$ cat config.mk
export PLATFORM = sky130hd
export DESIGN_NAME = telemetry_adc_readback
export DESIGN_NICKNAME = d
export VERILOG_FILES = /design/src/converter_readback_pkg.sv /design/src/telemetry_adc_readback.sv
export SDC_FILE = /design/constraint.sdc
export NUM_CORES = 1
export LEC_CHECK = 0
export ABC_AREA = 0
export BUFFER_PORTS_ARGS = -buffer_cell sky130_fd_sc_hd__buf_2
export CORE_ASPECT_RATIO = 1.5
export CORE_MARGIN = 5
export CORE_UTILIZATION = 50
export DETAILED_ROUTE_END_ITERATION = 8
export HOLD_SLACK_MARGIN = 0.02
export PLACE_DENSITY = 0.66
export SYNTH_ARGS = -nofsm -noshare
export SYNTH_HDL_FRONTEND = slang
export SYNTH_SLANG_ARGS = --single-unit
$ cat constraint.sdc
create_clock -name CLK -period 12.3 [get_ports CLK]
set_clock_uncertainty 0.15 [all_clocks]
set_input_delay 1.23 -clock CLK [delete_from_list [all_inputs] [get_ports CLK]]
set_output_delay 1.23 -clock CLK [all_outputs]
set_load 0.03 [all_outputs]
$ cat src/converter_readback_pkg.sv
// Constants, register map and encodings for the telemetry converter readback block.
package converter_readback_pkg;
    localparam int CLK_PERIOD_NS   = 20;
    localparam int FIRST_RESULT_NS = 3600000;
    localparam int REPEAT_NS       = 1800000;
    localparam int FIRST_CYCLES    = FIRST_RESULT_NS / CLK_PERIOD_NS;
    localparam int REPEAT_CYCLES   = REPEAT_NS / CLK_PERIOD_NS;
    localparam int CNT_W           = 18;
    localparam int PORTS           = 5;
    localparam int CODE_W          = 12;
    localparam int ADDR_W          = 4;
    localparam int DATA_W          = 16;
    localparam int SEL_W           = 5;
    localparam int MODE_W          = 2;

    localparam logic [ADDR_W-1:0] ADDR_CONFIG     = 4'h0;
    localparam logic [ADDR_W-1:0] ADDR_RESULT     = 4'h1;
    localparam logic [ADDR_W-1:0] ADDR_PORT_BASE  = 4'h2;

    localparam int SEL_LSB     = 0;
    localparam int MODE_LSB    = 5;
    localparam int FRESH_BIT   = 12;

    localparam logic [SEL_W-1:0]  CONFIG_SEL_RESET  = 5'h00;
    localparam logic [CODE_W-1:0] CODE_RESET        = 12'h000;

    // Input selections: temperature, port return sense, supply input, port output.
    localparam logic [SEL_W-1:0] SEL_TEMPERATURE = 5'h00;
    localparam logic [SEL_W-1:0] SEL_RETURN_BASE = 5'h01;
    localparam logic [SEL_W-1:0] SEL_SUPPLY_IN   = 5'h06;
    localparam logic [SEL_W-1:0] SEL_PORT_V_BASE = 5'h07;

    typedef enum logic [1:0] {
        MODE_OFF       = 2'b00,
        MODE_SINGLE    = 2'b01,
        MODE_CONT_LOW  = 2'b10,
        MODE_CONT_HIGH = 2'b11
    } conv_mode_t;

    typedef enum logic [1:0] {
        ST_IDLE   = 2'b00,
        ST_FIRST  = 2'b01,
        ST_REPEAT = 2'b10
    } conv_state_t;
endpackage : converter_readback_pkg

$ cat src/telemetry_adc_readback.sv
// Shared converter control, shared result register and per-port source current results.
//
// Notes on behaviour
// - A five-bit config field selects which analog quantity the shared converter measures.
// - A two-bit mode field enables single-shot or continuous conversion.
// - First result about 3.6 ms after enable, then every 1.8 ms when continuous.
// - A finished conversion lands in bits 11:0 of the shared result register.
// - Bit 12 of the shared result register flags a fresh measurement.
// - Temperature code minus 2048, divided by four, is kelvin.
// - Each port has a result register holding its high-side sense code.
// - Result registers of powering ports refresh every 1.8 ms without software action.
// - High-side code minus 2048 times 100 uV is the sense voltage.
// - Port return sense is selectable, with the same offset-binary scaling.
// - Supply input or port output voltage is selectable as converter input.
// - High or low gain for voltages, selectable only in continuous mode.
// - Voltage codes are offset binary, 35.2 mV low gain, 17.6 mV high gain.
module telemetry_adc_readback #(
    parameter int FIRST_CNT  = converter_readback_pkg::FIRST_CYCLES,
    parameter int REPEAT_CNT = converter_readback_pkg::REPEAT_CYCLES
) (
    input  wire logic                                                     CLK,
    input  wire logic                                                     RESETN,
    input  wire logic [converter_readback_pkg::ADDR_W-1:0]                REG_ADDR,
    input  wire logic                                                     REG_WR,
    input  wire logic                                                     REG_RD,
    input  wire logic [converter_readback_pkg::DATA_W-1:0]                REG_WDATA,
    output logic      [converter_readback_pkg::DATA_W-1:0]                REG_RDATA,
    input  wire logic [converter_readback_pkg::CODE_W-1:0]                ADC_CODE,
    input  wire logic [converter_readback_pkg::PORTS*converter_readback_pkg::CODE_W-1:0] HS_CODE,
    input  wire logic [converter_readback_pkg::PORTS-1:0]                 PORT_POWERING,
    output logic      [converter_readback_pkg::SEL_W-1:0]                 ADC_INPUT_SEL,
    output logic                                                          ADC_ENABLE,
    output logic                                                          ADC_HIGH_GAIN
);
    import converter_readback_pkg::*;

    localparam logic [CNT_W-1:0] FIRST_LOAD  = CNT_W'(FIRST_CNT - 1);
    localparam logic [CNT_W-1:0] REPEAT_LOAD = CNT_W'(REPEAT_CNT - 1);
    localparam logic [CNT_W-1:0] CNT_ZERO    = '0;

    // Reset release through two flip-flops.
    logic rst_meta;
    logic rst_n;
    always_ff @(posedge CLK or negedge RESETN) begin
        if (!RESETN) begin
            rst_meta <= 1'b0;
            rst_n    <= 1'b0;
        end else begin
            rst_meta <= 1'b1;
            rst_n    <= rst_meta;
        end
    end

    // Analog-side codes are synchronised bit by bit; the converter must hold a code
    // steady for several clocks around each sample point or a torn word may be seen.
    logic [CODE_W-1:0]        adc_meta;
    logic [CODE_W-1:0]        adc_s;
    logic [PORTS*CODE_W-1:0]  hs_meta;
    logic [PORTS*CODE_W-1:0]  hs_s;
    logic [PORTS-1:0]         pwr_meta;
    logic [PORTS-1:0]         pwr_s;
    always_ff @(posedge CLK or negedge rst_n) begin
        if (!rst_n) begin
            adc_meta <= '0;
            adc_s    <= '0;
            hs_meta  <= '0;
            hs_s     <= '0;
            pwr_meta <= '0;
            pwr_s    <= '0;
        end else begin
            adc_meta <= ADC_CODE;
            adc_s    <= adc_meta;
            hs_meta  <= HS_CODE;
            hs_s     <= hs_meta;
            pwr_meta <= PORT_POWERING;
            pwr_s    <= pwr_meta;
        end
    end

    // Register decode.
    logic [SEL_W-1:0]  sel;
    conv_mode_t        mode;
    conv_state_t       state;
    logic [CNT_W-1:0]  cnt;
    logic [CODE_W-1:0] code;
    logic              fresh;
    logic [CODE_W-1:0] port_res [PORTS];
    logic [CNT_W-1:0]  tick_cnt;

    wire wr_config   = REG_WR && (REG_ADDR == ADDR_CONFIG);
    wire rd_result   = REG_RD && (REG_ADDR == ADDR_RESULT);
    wire conv_done   = (state != ST_IDLE) && (cnt == CNT_ZERO);
    wire port_tick   = (tick_cnt == CNT_ZERO);
    wire conv_mode_t wr_mode = conv_mode_t'(REG_WDATA[MODE_LSB +: MODE_W]);
    wire start       = wr_config && (wr_mode != MODE_OFF);
    wire continuous  = (mode == MODE_CONT_LOW) || (mode == MODE_CONT_HIGH);
    wire [ADDR_W-1:0] port_idx = REG_ADDR - ADDR_PORT_BASE;
    wire port_hit    = (REG_ADDR >= ADDR_PORT_BASE) && (port_idx < ADDR_W'(PORTS));

    // Configuration register; a finished single shot returns the mode to off.
    always_ff @(posedge CLK or negedge rst_n) begin
        if (!rst_n) begin
            sel  <= CONFIG_SEL_RESET;
            mode <= MODE_OFF;
        end else if (wr_config) begin
            sel  <= REG_WDATA[SEL_LSB +: SEL_W];
            mode <= wr_mode;
        end else if (conv_done && (mode == MODE_SINGLE)) begin
            mode <= MODE_OFF;
        end
    end

    // Conversion sequencer; a config write with a live mode restarts the first-result wait.
    conv_state_t      next_state;
    logic [CNT_W-1:0] next_cnt;
    always_comb begin
        next_state = state;
        next_cnt   = (cnt == CNT_ZERO) ? CNT_ZERO : cnt - 1'b1;
        if (start) begin
            next_state = ST_FIRST;
            next_cnt   = FIRST_LOAD;
        end else if (wr_config) begin
            next_state = ST_IDLE;
            next_cnt   = CNT_ZERO;
        end else if (conv_done) begin
            if (continuous) begin
                next_state = ST_REPEAT;
                next_cnt   = REPEAT_LOAD;
            end else begin
                next_state = ST_IDLE;
                next_cnt   = CNT_ZERO;
            end
        end
    end

    always_ff @(posedge CLK or negedge rst_n) begin
        if (!rst_n) begin
            state <= ST_IDLE;
            cnt   <= CNT_ZERO;
        end else begin
            state <= next_state;
            cnt   <= next_cnt;
        end
    end

    // Shared result; a completion in the same cycle as a read keeps the flag set.
    always_ff @(posedge CLK or negedge rst_n) begin
        if (!rst_n) begin
            code  <= CODE_RESET;
            fresh <= 1'b0;
        end else begin
            if (conv_done) begin
                code <= adc_s;
            end
            fresh <= conv_done || (fresh && !rd_result);
        end
    end

    // Free-running refresh timer for the per-port source current results.
    always_ff @(posedge CLK or negedge rst_n) begin
        if (!rst_n) begin
            tick_cnt <= REPEAT_LOAD;
        end else begin
            tick_cnt <= port_tick ? REPEAT_LOAD : tick_cnt - 1'b1;
        end
    end

    genvar p;
    generate
        for (p = 0; p < PORTS; p++) begin : g_port
            // Results hold their last value once a port leaves power-up or power-on.
            always_ff @(posedge CLK or negedge rst_n) begin
                if (!rst_n) begin
                    port_res[p] <= CODE_RESET;
                end else if (port_tick && pwr_s[p]) begin
                    port_res[p] <= hs_s[p*CODE_W +: CODE_W];
                end
            end

            property p_port_refresh;
                @(posedge CLK) disable iff (!rst_n)
                (port_tick && pwr_s[p]) |=> (port_res[p] == $past(hs_s[p*CODE_W +: CODE_W]));
            endproperty
            a_port_refresh: assert property (p_port_refresh)
                else $error("Port result not refreshed on tick.");

            property p_port_hold;
                @(posedge CLK) disable iff (!rst_n)
                (!port_tick || !pwr_s[p]) |=> $stable(port_res[p]);
            endproperty
            a_port_hold: assert property (p_port_hold)
                else $error("Port result changed without a refresh.");
        end
    endgenerate

    // Read data is registered; unmapped addresses read as zero.
    wire [DATA_W-1:0] config_word = DATA_W'({mode, sel});
    wire [DATA_W-1:0] result_word = DATA_W'({fresh, code});
    wire [DATA_W-1:0] port_word   = port_hit ? DATA_W'(port_res[port_idx[2:0]]) : '0;
    wire [DATA_W-1:0] read_mux    = (REG_ADDR == ADDR_CONFIG) ? config_word :
                                    (REG_ADDR == ADDR_RESULT) ? result_word : port_word;
    always_ff @(posedge CLK or negedge rst_n) begin
        if (!rst_n) begin
            REG_RDATA <= '0;
        end else if (REG_RD) begin
            REG_RDATA <= read_mux;
        end
    end

    assign ADC_INPUT_SEL = sel;
    assign ADC_ENABLE    = (state != ST_IDLE);
    assign ADC_HIGH_GAIN = (mode == MODE_CONT_HIGH);

    property p_start_first;
        @(posedge CLK) disable iff (!rst_n)
        start |=> (state == ST_FIRST) && (cnt == FIRST_LOAD);
    endproperty
    a_start_first: assert property (p_start_first)
        else $error("Enable did not start the first-result wait.");

    property p_repeat;
        @(posedge CLK) disable iff (!rst_n)
        (conv_done && continuous && !wr_config) |=> (state == ST_REPEAT) && (cnt == REPEAT_LOAD);
    endproperty
    a_repeat: assert property (p_repeat)
        else $error("Continuous mode did not reload the repeat period.");

    property p_code_latch;
        @(posedge CLK) disable iff (!rst_n)
        conv_done |=> (code == $past(adc_s));
    endproperty
    a_code_latch: assert property (p_code_latch)
        else $error("Result code not captured on completion.");

    property p_fresh_set;
        @(posedge CLK) disable iff (!rst_n)
        conv_done |=> fresh;
    endproperty
    a_fresh_set: assert property (p_fresh_set)
        else $error("Fresh flag not set on completion.");

    property p_read_clear;
        @(posedge CLK) disable iff (!rst_n)
        (rd_result && !conv_done) |=> !fresh;
    endproperty
    a_read_clear: assert property (p_read_clear)
        else $error("Fresh flag not cleared by read.");

    property p_single_stop;
        @(posedge CLK) disable iff (!rst_n)
        (conv_done && (mode == MODE_SINGLE) && !wr_config) |=> (mode == MODE_OFF) && !ADC_ENABLE;
    endproperty
    a_single_stop: assert property (p_single_stop)
        else $error("Single shot did not stop.");

    property p_gain_cont;
        @(posedge CLK) disable iff (!rst_n)
        ADC_HIGH_GAIN |-> (continuous && ADC_ENABLE);
    endproperty
    a_gain_cont: assert property (p_gain_cont)
        else $error("High gain outside continuous mode.");

    property p_read_result;
        @(posedge CLK) disable iff (!rst_n)
        rd_result |=> (REG_RDATA == DATA_W'({$past(fresh), $past(code)}));
    endproperty
    a_read_result: assert property (p_read_result)
        else $error("Shared result read returned wrong word.");

    property p_read_config;
        @(posedge CLK) disable iff (!rst_n)
        (REG_RD && (REG_ADDR == ADDR_CONFIG)) |=> (REG_RDATA == DATA_W'({$past(mode), $past(sel)}));
    endproperty
    a_read_config: assert property (p_read_config)
        else $error("Configuration read returned wrong word.");

    property p_sel_write;
        @(posedge CLK) disable iff (!rst_n)
        wr_config |=> (ADC_INPUT_SEL == $past(REG_WDATA[SEL_LSB +: SEL_W]));
    endproperty
    a_sel_write: assert property (p_sel_write)
        else $error("Input select did not follow the configuration write.");

    property p_stop_write;
        @(posedge CLK) disable iff (!rst_n)
        (wr_config && !start) |=> !ADC_ENABLE;
    endproperty
    a_stop_write: assert property (p_stop_write)
        else $error("Mode off did not stop the converter.");

    property p_count_down;
        @(posedge CLK) disable iff (!rst_n)
        ((state != ST_IDLE) && (cnt != CNT_ZERO) && !wr_config) |=> (cnt == $past(cnt) - 1'b1);
    endproperty
    a_count_down: assert property (p_count_down)
        else $error("Conversion wait counter skipped a step.");

    property p_tick_reload;
        @(posedge CLK) disable iff (!rst_n)
        port_tick |=> (tick_cnt == REPEAT_LOAD);
    endproperty
    a_tick_reload: assert property (p_tick_reload)
        else $error("Port refresh timer did not reload.");
endmodule : telemetry_adc_readback

== Word level (Yosys, flattened, before mapping) ==
Cells that the tools add are included.
Word-level totals
  output and inout port bits: 23
  register bits after elaboration: 290
  word-level logic and storage cells: 72
Operators by class
  reduce and logical (&&, ||, !) cells: 22
  bitwise gates (word level): 1
  $lt $le $gt $ge: 3
  multiplexer cells: 18
  eq/ne operators: 4
  $add $sub $neg: 3
Operator list (count)
  18-bit two-way mux: 5
  12-bit binary-select mux with 3-bit select: 1
  18-bit zero test: 2
  12-bit two-way mux: 3
  18-bit by 1-bit subtractor with 18-bit output, second input constant: 2
  13-bit two-way mux: 2
  17-bit two-way mux: 1
  1-bit logical AND: 12
  2-bit two-way mux: 6
  2-bit nonzero test: 3
  2-bit == test, second input constant: 2
  4-bit by 1-bit == test with 1-bit output, second input constant: 1
  4-bit by 2-bit >= comparator with 1-bit output, second input constant: 1
  4-bit >= comparator, second input constant: 1
  4-bit zero test: 1
  4-bit by 3-bit less-than comparator with 1-bit output, second input constant: 1
  3-bit inverter with 4-bit output: 1
  4-bit by 2-bit subtractor with 4-bit output, second input constant: 1
  3-bit nonzero test: 1
  2-bit by 1-bit == test with 1-bit output, second input constant: 1
  1-bit logical OR: 2
  1-bit zero test: 1

== Longest topological paths before layout ==
Gate-level depths: netlist of the first run.
  depth after elaboration: 8
  depth in mapped cells: 8
  depth with buffers taken out: 6

== Least setup slack after synthesis of the first run ==
Ideal clock, no wire load.
  path type: input -> register
  start: in REG_ADDR[1] (netlist bit)
  end: reg REG_RDATA[2] (netlist bit)
  library setup time: 0.144 ns
  stages on the path: 6
  path buffers: 2
  slack: 9.494 ns
  arrival: 2.512 ns
  cells stage by stage: inv_1 -> ha_1 -> clkbuf_1 -> buf_1 -> mux2i_1 -> o221ai_1
Between the ends
  word-level cells in the longest chain between the ends: 8
Ends and longest elaborated chain
  from (decl): line telemetry_adc_readback.sv:23  | input wire logic [converter_readback_pkg::ADDR_W-1:0] REG_ADDR,
  4-bit by 2-bit subtractor with 4-bit output: line telemetry_adc_readback.sv:97  | wire [ADDR_W-1:0] port_idx = REG_ADDR - ADDR_PORT_BASE;
  3-bit inverter with 4-bit output (not written as such): line telemetry_adc_readback.sv:199  | wire [DATA_W-1:0] port_word = port_hit ? DATA_W'(port_res[port_idx[2:0]]) : '0;
  12-bit binary-select mux with 3-bit select: line telemetry_adc_readback.sv:199
  12-bit two-way mux (not written as such) (2 in a row): line telemetry_adc_readback.sv:199
  12-bit two-way mux: line telemetry_adc_readback.sv:199
  13-bit two-way mux: line telemetry_adc_readback.sv:201  | (REG_ADDR == ADDR_RESULT) ? result_word : port_word;
  13-bit two-way mux *: line telemetry_adc_readback.sv:200  | wire [DATA_W-1:0] read_mux = (REG_ADDR == ADDR_CONFIG) ? config_word :
  to (signal assigned): line telemetry_adc_readback.sv:206  | REG_RDATA <= read_mux;
  to (decl): line telemetry_adc_readback.sv:27  | output logic [converter_readback_pkg::DATA_W-1:0] REG_RDATA,
Mark *: on every way between the ends. The rest lies on a longest branch, timed or not. The select of a mux whose other input is x is not followed.
A chain may end at the register's enable or synchronous reset.

== Worst setup path in the final report of the first run ==
  start: in REG_ADDR[1] (netlist bit)
  end: reg REG_RDATA[5] (netlist bit)
The elaborated chain is that of the path after synthesis.

==> results of run 1 <==
[state kept, by name, summed over array words and instances (netlist names), 2 cells and up]
register and flops:
hs_meta 60, code 12, pwr_s 5, hs_s 60, adc_meta 12, REG_RDATA 13
tick_cnt 18, mode 2, pwr_meta 5, ADC_INPUT_SEL 5, adc_s 12, port_res 60
state 2, cnt 18
[through the flow]
step / total power (W) / hold WS, ns / std cells / worst slack [ns] / cell area (sq um)
4_1_cts: 0.002105 / 0.1956 / 1062 / 8.994 / 11890
5_1_grt: 0.002172 / 0.2001 / 1062 / 8.785 / 11890
3_5_place_dp: 0.001297 / 0.1847 / 1015 / 8.436 / 11020
6_report: 0.002077 / 0.1951 / 1062 / 8.999 / 11890
2_1_floorplan: 0.001225 / 0.1812 / 661 / 3.580 / 10190
3_3_place_gp: 0.001284 / 0.1812 / 1015 / 8.542 / 11020
[synth_stat cells, types with 2 or more instances]
cell type and count:
a21oi_1 14, a2bb2oi_1 2, and2_1 2, and3_1 2, buf_1 3, buf_4 8
buf_6 2, clkbuf_1 13, conb_1 2, dfrtp_1 275, dfstp_2 12, ha_1 4
inv_1 24, mux2_2 72, mux2_4 9, mux2i_1 13, mux4_2 12, nand2_1 34
nand3_1 14, nand3b_1 4, nand4_1 8, nand4b_1 3, nor2_1 15, nor2b_1 7
nor3_1 8, nor4_1 5, nor4_2 6, o211ai_1 3, o21ai_0 18, o221ai_1 7
o311ai_0 3, o31ai_1 7, or3_1 3, or4_1 3, xnor2_1 6, xor2_1 16
[worst max-delay path by stage]
stage | from | end | slack (ns)
2_1_floorplan | rst_n | ADC_INPUT_SEL[0] | 3.58
3_3_place_gp | REG_ADDR[1] | REG_RDATA[4] | 8.54
3_5_place_dp | REG_ADDR[1] | REG_RDATA[8] | 8.44
4_1_cts | REG_ADDR[1] | REG_RDATA[5] | 8.99
5_1_grt | REG_ADDR[1] | REG_RDATA[6] | 8.78
6_report | REG_ADDR[1] | REG_RDATA[5] | 9.00
[power by group]
part	total, W	internal (W)	switching [W]
sequential	0.00108	0.00102	0.0000603
clock	0.000799	0.000468	0.000331
combinational	0.000199	0.0000861	0.000113
[worst max-delay path, delay by kind of cell]
kind | cells | cell delay (ns)
compound gates | 3 | 1.01
fa+ha+maj | 1 | 0.76
buf+inv | 2 | 0.44
simple gates | 1 | 0.11
[per-layer routing]
layer,up-vias,share of wire,GRT usage
li1,2532,-,-
met1,2805,0.39,0.2112
met2,137,0.53,0.2935
met3,34,0.049,0.02943
met4,0,0.026,0.05195
met5,-,0,0
[logic make-up (layout without fill, tap and decap cells)]
logic type | count (synthesis) | count (layout) | synth area share
DFF | 287 | 287 | 0.7065
and+or+nand+nor | 122 | 122 | 0.06903
muxes | 106 | 106 | 0.1322
AOI/OAI and AO/OA | 65 | 65 | 0.04435
buffers and inverters | 51 | 188 | 0.02334
xor gates and xnor gates | 22 | 22 | 0.01892
adders and majority gates | 4 | 4 | 0.004914
other | 2 | 4 | 0.0007373
[layout make-up]
cell class              instances  area (sq um)
inverters                      24         90.09
clock inverters                11         117.6
flip-flops and latches        287          7201
fillers                      1595          8368
clock buffers                  36         749.5
well taps                     264         330.3
repair buffers                117         600.6
multi-input cells             323          2803
==> flow_metrics.env, run 1 <==
export IMPL_run_status="complete, no violations"
export IMPL_cts_resized_gates=0
export IMPL_htree_levels=1
export IMPL_first_global_vias=6006
export IMPL_design_portCount=124
export IMPL_yosys_area_top_type_share=0.6756
export IMPL_finalWeightedCongestion=0.8690
export IMPL_area_delta_synth_final_pct=16.74
export IMPL_critical_path_max_stage_delay_ns=0.76
export IMPL_die_area_sq_mm=0.02339
export IMPL_main_synth_ff_type="dfrtp_1"
export IMPL_hold_path_class="flip-flop to flip-flop"
export IMPL_clkTransAtPathRegs_ns=0.06
export IMPL_static_leakage_power_nw=5.459
export IMPL_cts_setup_buffers=0
export IMPL_grt_pass1_wl_microns=31200
export IMPL_yosys_cell_types_count=56
export IMPL_start_util=0.5028
export IMPL_yosys_reg_bits=287
export IMPL_worst_ep_arrival_time_ns=3.56
export IMPL_aggregate_global_route_resource_usage=0.1667
export IMPL_route_detailed_vias_per_inst=5.186
export IMPL_proportion_of_layout_cells_with_a_drive_suffix_above_1=0.3509
export IMPL_hold_path_end="hs_s[18]"
export IMPL_final_core_utilization=0.5870
export IMPL_ir_worst_vdd_uv=122.4
export IMPL_synth_largest_area_cell="dfrtp_1"
export IMPL_worst_hold_path_num_cells=0
export IMPL_critical_path_required_ns=12.56
export IMPL_grt_overflow=0
export IMPL_route_antenna_remaining_nets=0
export IMPL_cp_max_fo=14
export IMPL_start_point_of_the_worst_min_delay_path="hs_meta[18]"
export IMPL_max_slew_vio_count=0
export IMPL_nets=884
export IMPL_vias=5508
export IMPL_drt_pass1_iter_count=4
export IMPL_final_hold_viol_count=0
export IMPL_numCtsBuffers=26
export IMPL_worst_pin_slew_ns=1.093
export IMPL_wl_per_instance_microns=17.88
export IMPL_place_hpwl_microns=13260
export IMPL_fin_crit_sh=0.2683
export IMPL_clock_fmax_mhz=303.0
export IMPL_worst_setup_sp_type="input pin"
export IMPL_floorplan_die_width_microns=126.5
export IMPL_synth_area_leaders="dfrtp_1 (68%), mux2_2 (8.0%), dfstp_2 (3.1%), mux4_2 (2.7%), xor2_1 (1.4%)"
export IMPL_synthArstFlopShare=1.000
export IMPL_yosys_warnings=0
export IMPL_routed_wl_microns=18990
export IMPL_setup_worst_path_class="input pin to flip-flop"
export IMPL_grt_max_degree=81
export IMPL_final_cell_mix="dfrtp_1 (274), buf_2 (111), mux2_2 (72), nand2_1 (34), clkbuf_16 (27)"
export IMPL_clock_tree_root_cell="clkbuf_16"
export IMPL_min_period_ns=3.301
export IMPL_count_of_flip_flops_with_a_built_in_enable_after_synthesis=0
export IMPL_max_capacitance_violation_count=0
export IMPL_drt_drc_violations_left=0
export IMPL_antenna_cells=0
export IMPL_synth_sequential_area_ratio=0.7065
export IMPL_syn_area_sq_mm=0.01019
export IMPL_rows=64
export IMPL_floorplan_die_height_microns=184.8
export IMPL_avgSynthCellArea_sq_um=15.46
export IMPL_cp_cell_sequence="buf_2 > inv_1 > ha_1 > o21ai_0 > nand2_1 > o2111ai_1 > o221ai_1"
export IMPL_r2r_end="port_res[50]"
export IMPL_layout_commonest_cell="dfrtp_1"
export IMPL_core_area_sq_mm=0.02026
export IMPL_clockBufferDepth=3
export IMPL_ff2ff_setup_slack_ns=9.14
export IMPL_clock_sink_count=287
export IMPL_synthesis_instances=659
export IMPL_setup_repair_after_global_routing_missed_its_margin="no"
export IMPL_setup_total_neg_slack_ns=0
export IMPL_cts_hold_buffers_added=0
export IMPL_clock_tree_from_tritoncts="built"
export IMPL_p_per_area_mw_per_mm2=174.7
export IMPL_maxSlewHeadroom=0.2682
export IMPL_r2r_start="tick_cnt[9]"
export IMPL_crit_slowest_cell="ha_1"
export IMPL_port_buffers=111
export IMPL_antenna_found_initial=0
export IMPL_ff2ff_path_depth=4
export IMPL_clkLatencyLatePin_ns=0.52
export IMPL_report_final_setup_viol=0
export IMPL_timing_critical_path_to_type="flip-flop"
export IMPL_dr_first_iter_drc_count=358
Note: power is estimated with default switching activity, not from simulation.
==> inputs of run 2 (changes only) <==
==> constraint.sdc (replaced) <==
create_clock -name CLK -period 3.4 [get_ports CLK]
set_clock_uncertainty 0.15 [all_clocks]
set_input_delay 0.34 -clock CLK [delete_from_list [all_inputs] [get_ports CLK]]
set_output_delay 0.34 -clock CLK [all_outputs]
set_load 0.03 [all_outputs]
==> flow_metrics.env, run 2 (same netlist as run 1, synthesis figures left out) <==
export IMPL_ff2ff_path_depth=7
export IMPL_critical_path_required_ns=3.66
export IMPL_cts_resized_gates=0
export IMPL_fillCellCount=1442
export IMPL_route_detailed_vias_per_inst=5.123
export IMPL_grt_overflow=0
export IMPL_wl_per_instance_microns=17.83
export IMPL_cp_cell_sequence="inv_1 > ha_1 > nor2b_1 > nand3_2 > nor4_4 > buf_4 > mux2_4"
export IMPL_final_cells=1161
export IMPL_grt_max_degree=76
export IMPL_min_period_ns=2.745
export IMPL_start_util=0.5028
export IMPL_aggregate_global_route_resource_usage=0.1812
export IMPL_area_sequential_sq_mm=0.007201
export IMPL_clkLatencyLatePin_ns=0.53
export IMPL_setup_worst_path_class="flip-flop to flip-flop"
export IMPL_floorplan_die_height_microns=184.8
export IMPL_route_antenna_remaining_nets=0
export IMPL_multi_input_logic_area_sq_mm=0.002803
export IMPL_vias=5948
export IMPL_static_leakage_power_nw=5.947
export IMPL_clock_fmax_mhz=364.3
export IMPL_worst_hold_path_num_cells=2
export IMPL_htree_levels=1
export IMPL_crit_family="simple AND/OR/NAND/NOR gates"
export IMPL_antenna_found_initial=0
export IMPL_layout_commonest_cell="dfrtp_1"
export IMPL_grt_pass1_wl_microns=33890
export IMPL_port_buffers=111
export IMPL_cp_num_cells=7
export IMPL_maxSlewHeadroom=0.2396
export IMPL_ir_worst_vdd_uv=535.3
export IMPL_clock_tree_root_cell="clkbuf_16"
export IMPL_worst_pin_slew_ns=1.136
export IMPL_area_delta_synth_final_pct=27.16
export IMPL_crit_slowest_cell="nor4_4"
export IMPL_timing_critical_path_to_type="flip-flop"
export IMPL_hold_path_class="input pin to flip-flop"
export IMPL_core_area_sq_mm=0.02026
export IMPL_max_slew_vio_count=0
export IMPL_floorplan_die_width_microns=126.5
export IMPL_final_hold_viol_count=0
export IMPL_fin_crit_sh=0.8074
export IMPL_critical_path_max_stage_delay_ns=0.50
export IMPL_number_of_placed_cells_counting_well_taps=1027
export IMPL_final_core_utilization=0.6393
export IMPL_die_area_sq_mm=0.02339
export IMPL_clockBufferDepth=3
export IMPL_p_per_area_mw_per_mm2=605.2
export IMPL_place_hpwl_microns=13510
export IMPL_report_power_total_w=0.007838
export IMPL_final_cell_mix="dfrtp_1 (274), buf_2 (111), dlygate4sd3_1 (86), mux2_2 (72), nand2_1 (34)"
export IMPL_worst_ep_arrival_time_ns=3.00
export IMPL_biggestRegsByFlops="hs_meta: 60 flops, hs_s: 60 flops, port_res: 60 flops"
export IMPL_nets=982
export IMPL_finalWeightedCongestion=0.8916
export IMPL_dr_first_iter_drc_count=308
export IMPL_max_capacitance_violation_count=0
export IMPL_drt_pass1_iter_count=4
export IMPL_report_final_setup_viol=0
export IMPL_antenna_cells=0
export IMPL_drt_drc_violations_left=0
export IMPL_clock_tree_from_tritoncts="built"
export IMPL_worst_setup_sp_type="flip-flop"
export IMPL_setup_repair_after_global_routing_missed_its_margin="no"
export IMPL_critPathBufInv=2
export IMPL_numCtsBuffers=26
export IMPL_clkTransAtPathRegs_ns=0.06
export IMPL_design_portCount=124
export IMPL_clock_sink_count=287
export IMPL_cp_max_fo=10
export IMPL_setup_total_neg_slack_ns=0
export IMPL_routed_wl_microns=20700
export IMPL_first_global_vias=6649
export IMPL_run_status="complete, no violations"
export IMPL_proportion_of_layout_cells_with_a_drive_suffix_above_1=0.3300
export IMPL_rows=64
run 2: power by group:
| group | leakage, nW | total [W] | internal, W | switching [W] |
|---|---|---|---|---|
| clock | 0.465 | 0.00311 | 0.00188 | 0.00123 |
| combinational | 2.00 | 0.000819 | 0.000400 | 0.000420 |
| sequential | 3.49 | 0.00391 | 0.00368 | 0.000225 |
run 2: final cells by class:
cell class,instances,share of cell area
flip-flops and latches,287,0.5559
multi-input cells,323,0.2164
repair buffers,215,0.1227
clock buffers,32,0.05506
well taps,264,0.02550
clock inverters,16,0.01748
inverters,24,0.006955
run 2: path summary, 6_finish.rpt:
kind,end,from,slack (ns)
max reg2reg,code[9],cnt[0],0.65
min,REG_RDATA[12],REG_RD,0.15
min in group asynchronous,hs_meta[1],rst_n,0.33
max,code[9],cnt[0],0.65
max in group asynchronous,port_res[33],rst_n,1.82
min reg2reg,pwr_s[3],pwr_meta[3],0.19
run 2: stage by stage:
step                hold WS (ns)  cell area (sq um)  setup WS, ns
floorplan                -0.1056              10200        0.3938
global placement        -0.02513              11150        0.6806
detailed placement      -0.02423              11150        0.6716
CTS                       0.1205              12950        0.6324
global route              0.1412              12950        0.4961
finish                    0.1527              12950        0.6549
run 2: what timing repair did:
item / in CTS / in global routing
hold endpoints to repair: 86 / 0
buffers inserted: 0 / 0
hold buffers: 86 / 0
run 2: metal layers:
metal	routed length [microns]	part of all wire	global-route usage	vias up
li1	-	-	-	2738
met1	8045	0.39	0.2175	3050
met2	11350	0.55	0.3367	125
met3	821	0.040	0.02683	35
met4	474	0.023	0.05453	0
met5	0	0	0	-
==> inputs of run 3 (changes only) <==
==> constraint.sdc (replaced) <==
create_clock -name CLK -period 2.85 [get_ports CLK]
set_clock_uncertainty 0.15 [all_clocks]
set_input_delay 0.285 -clock CLK [delete_from_list [all_inputs] [get_ports CLK]]
set_output_delay 0.285 -clock CLK [all_outputs]
set_load 0.03 [all_outputs]
==> flow_metrics.env, run 3 (same netlist as run 1, synthesis figures left out) <==
export IMPL_run_status="complete, no violations"
export IMPL_report_power_total_w=0.009337
export IMPL_final_cell_mix="dfrtp_1 (274), buf_2 (111), dlygate4sd3_1 (86), mux2_2 (72), nand2_1 (34)"
export IMPL_cts_resized_gates=0
export IMPL_r2r_end="code[10]"
export IMPL_port_buffers=111
export IMPL_setup_worst_path_class="flip-flop to flip-flop"
export IMPL_number_of_placed_cells_counting_well_taps=1032
export IMPL_floorplan_die_width_microns=126.5
export IMPL_p_per_area_mw_per_mm2=719.1
export IMPL_clkTransAtPathRegs_ns=0.07
export IMPL_area_sequential_sq_mm=0.007201
export IMPL_fin_crit_sh=0.9305
export IMPL_route_detailed_vias_per_inst=5.118
export IMPL_ff2ff_path_depth=7
export IMPL_nets=987
export IMPL_numCtsBuffers=26
export IMPL_grt_pass1_wl_microns=33300
export IMPL_start_util=0.5028
export IMPL_htree_levels=1
export IMPL_rows=64
export IMPL_dr_first_iter_drc_count=339
export IMPL_hold_path_end="REG_RDATA[12]"
export IMPL_multi_input_logic_area_sq_mm=0.002803
export IMPL_start_point_of_the_worst_min_delay_path="REG_RD"
export IMPL_r2r_start="cnt[0]"
export IMPL_max_capacitance_violation_count=0
export IMPL_layout_commonest_cell="dfrtp_1"
export IMPL_cp_max_fo=10
export IMPL_final_cell_area_sq_mm=0.01299
export IMPL_finalWeightedCongestion=0.7887
export IMPL_clock_sink_count=287
export IMPL_fillCellCount=1447
export IMPL_worst_ep_arrival_time_ns=2.90
export IMPL_cp_cell_sequence="inv_1 > ha_1 > nor2b_1 > nand3_2 > nor4_4 > buf_4 > mux2_4"
export IMPL_floorplan_die_height_microns=184.8
export IMPL_max_slew_vio_count=0
export IMPL_routed_wl_microns=20120
export IMPL_ff2ff_setup_slack_ns=0.20
export IMPL_worst_pin_slew_ns=0.8249
export IMPL_worst_hold_path_num_cells=2
export IMPL_critical_path_max_stage_delay_ns=0.42
export IMPL_biggestRegsByFlops="hs_meta: 60 flops, hs_s: 60 flops, port_res: 60 flops"
export IMPL_crit_slowest_cell="dfrtp_1"
export IMPL_drt_pass1_iter_count=4
export IMPL_min_period_ns=2.652
export IMPL_cts_setup_buffers=0
export IMPL_clock_tree_from_tritoncts="built"
export IMPL_report_final_setup_viol=0
export IMPL_area_delta_synth_final_pct=27.48
export IMPL_core_area_sq_mm=0.02026
export IMPL_aggregate_global_route_resource_usage=0.1779
export IMPL_final_hold_viol_count=0
export IMPL_static_leakage_power_nw=5.965
export IMPL_drt_drc_violations_left=0
export IMPL_placedInstanceArea_sq_mm=0.01119
export IMPL_place_hpwl_microns=13420
export IMPL_proportion_of_layout_cells_with_a_drive_suffix_above_1=0.3337
export IMPL_antenna_cells=0
export IMPL_route_antenna_remaining_nets=0
export IMPL_critPathBufInv=2
export IMPL_critical_path_required_ns=3.10
export IMPL_antenna_found_initial=0
export IMPL_die_area_sq_mm=0.02339
export IMPL_setup_repair_after_global_routing_missed_its_margin="no"
export IMPL_vias=5968
export IMPL_clock_fmax_mhz=377.1
export IMPL_grt_overflow=0
export IMPL_clkLatencyLatePin_ns=0.51
export IMPL_clock_tree_root_cell="clkbuf_16"
export IMPL_crit_family="simple AND/OR/NAND/NOR gates"
export IMPL_final_cells=1166
export IMPL_ir_worst_vdd_uv=600.8
export IMPL_timing_critical_path_to_type="flip-flop"
export IMPL_worst_setup_sp_type="flip-flop"
export IMPL_cts_hold_buffers_added=86
export IMPL_wl_per_instance_microns=17.25
export IMPL_worst_setup_path_startpoint="cnt[0]"
export IMPL_design_portCount=124
export IMPL_grt_max_degree=89
export IMPL_clockBufferDepth=3
export IMPL_first_global_vias=6555
export IMPL_hold_path_class="input pin to flip-flop"
export IMPL_maxSlewHeadroom=0.4450
## run 3: cell count changes in the layout (fill, tap and decap cells not counted), sizes merged
cell      delta
inv          +1
clkbuf       +2
clkinvlp     +1
bufinv       -1
buf          +5
clkinv       -3
## run 3: worst reg2reg max path: cells and delay by family, from the launching register on
kind	cells	cell delay, ns
adder cells (fa/ha/maj)	1	0.24
buffers and inverters	2	0.34
flip-flops	1	0.42
multiplexers	1	0.32
AND/OR/NAND/NOR	3	1.08
## run 3: worst max-delay path by stage
stage / to / slack (ns) / cells past startpoint
6_report: code[10] / 0.20 / 7
2_1_floorplan: ADC_INPUT_SEL[0] / -0.16 / 0
4_1_cts: cnt[8] / 0.20 / 6
3_5_place_dp: cnt[8] / 0.24 / 6
5_1_grt: port_res[16] / 0.04 / 5
3_3_place_gp: cnt[10] / 0.27 / 6
## run 3: area by class of cell
class                           count  share of cell area
Inverter                           24            0.006938
Sequential cell                   287              0.5545
Clock inverter                     14             0.01407
Timing Repair Buffer              220              0.1253
Multi-Input combinational cell    323              0.2158
Clock buffer                       34             0.05791
Tap cell                          264             0.02544
## run 3: metrics by stage
| stage | hold slack, ns | worst slack [ns] | TNS (ns) | util |
|---|---|---|---|---|
| finish | 0.1375 | 0.1982 | 0 | 0.6409 |
| floorplan | -0.1606 | -0.1562 | -42.63 | - |
| detailed placement | -0.07793 | 0.2366 | 0 | 0.5523 |
| global placement | -0.08011 | 0.2722 | 0 | 0.5523 |
| global route | 0.1405 | 0.04322 | 0 | 0.6409 |
| CTS | 0.1106 | 0.2030 | 0 | 0.6409 |
## run 3: where the power goes
| group | leakage [nW] | internal (W) | switching (W) |
|---|---|---|---|
| registers | 3.49 | 0.00439 | 0.000247 |
| logic | 2.02 | 0.000486 | 0.000520 |
| clock network | 0.460 | 0.00223 | 0.00146 |
## run 3: layer usage
layer	vias to the layer above	wire length (microns)	global-route usage
met3	37	965	0.03058
met4	0	495	0.04852
li1	2745	-	-
met2	141	10680	0.3198
met5	-	0	0
met1	3045	7975	0.2230
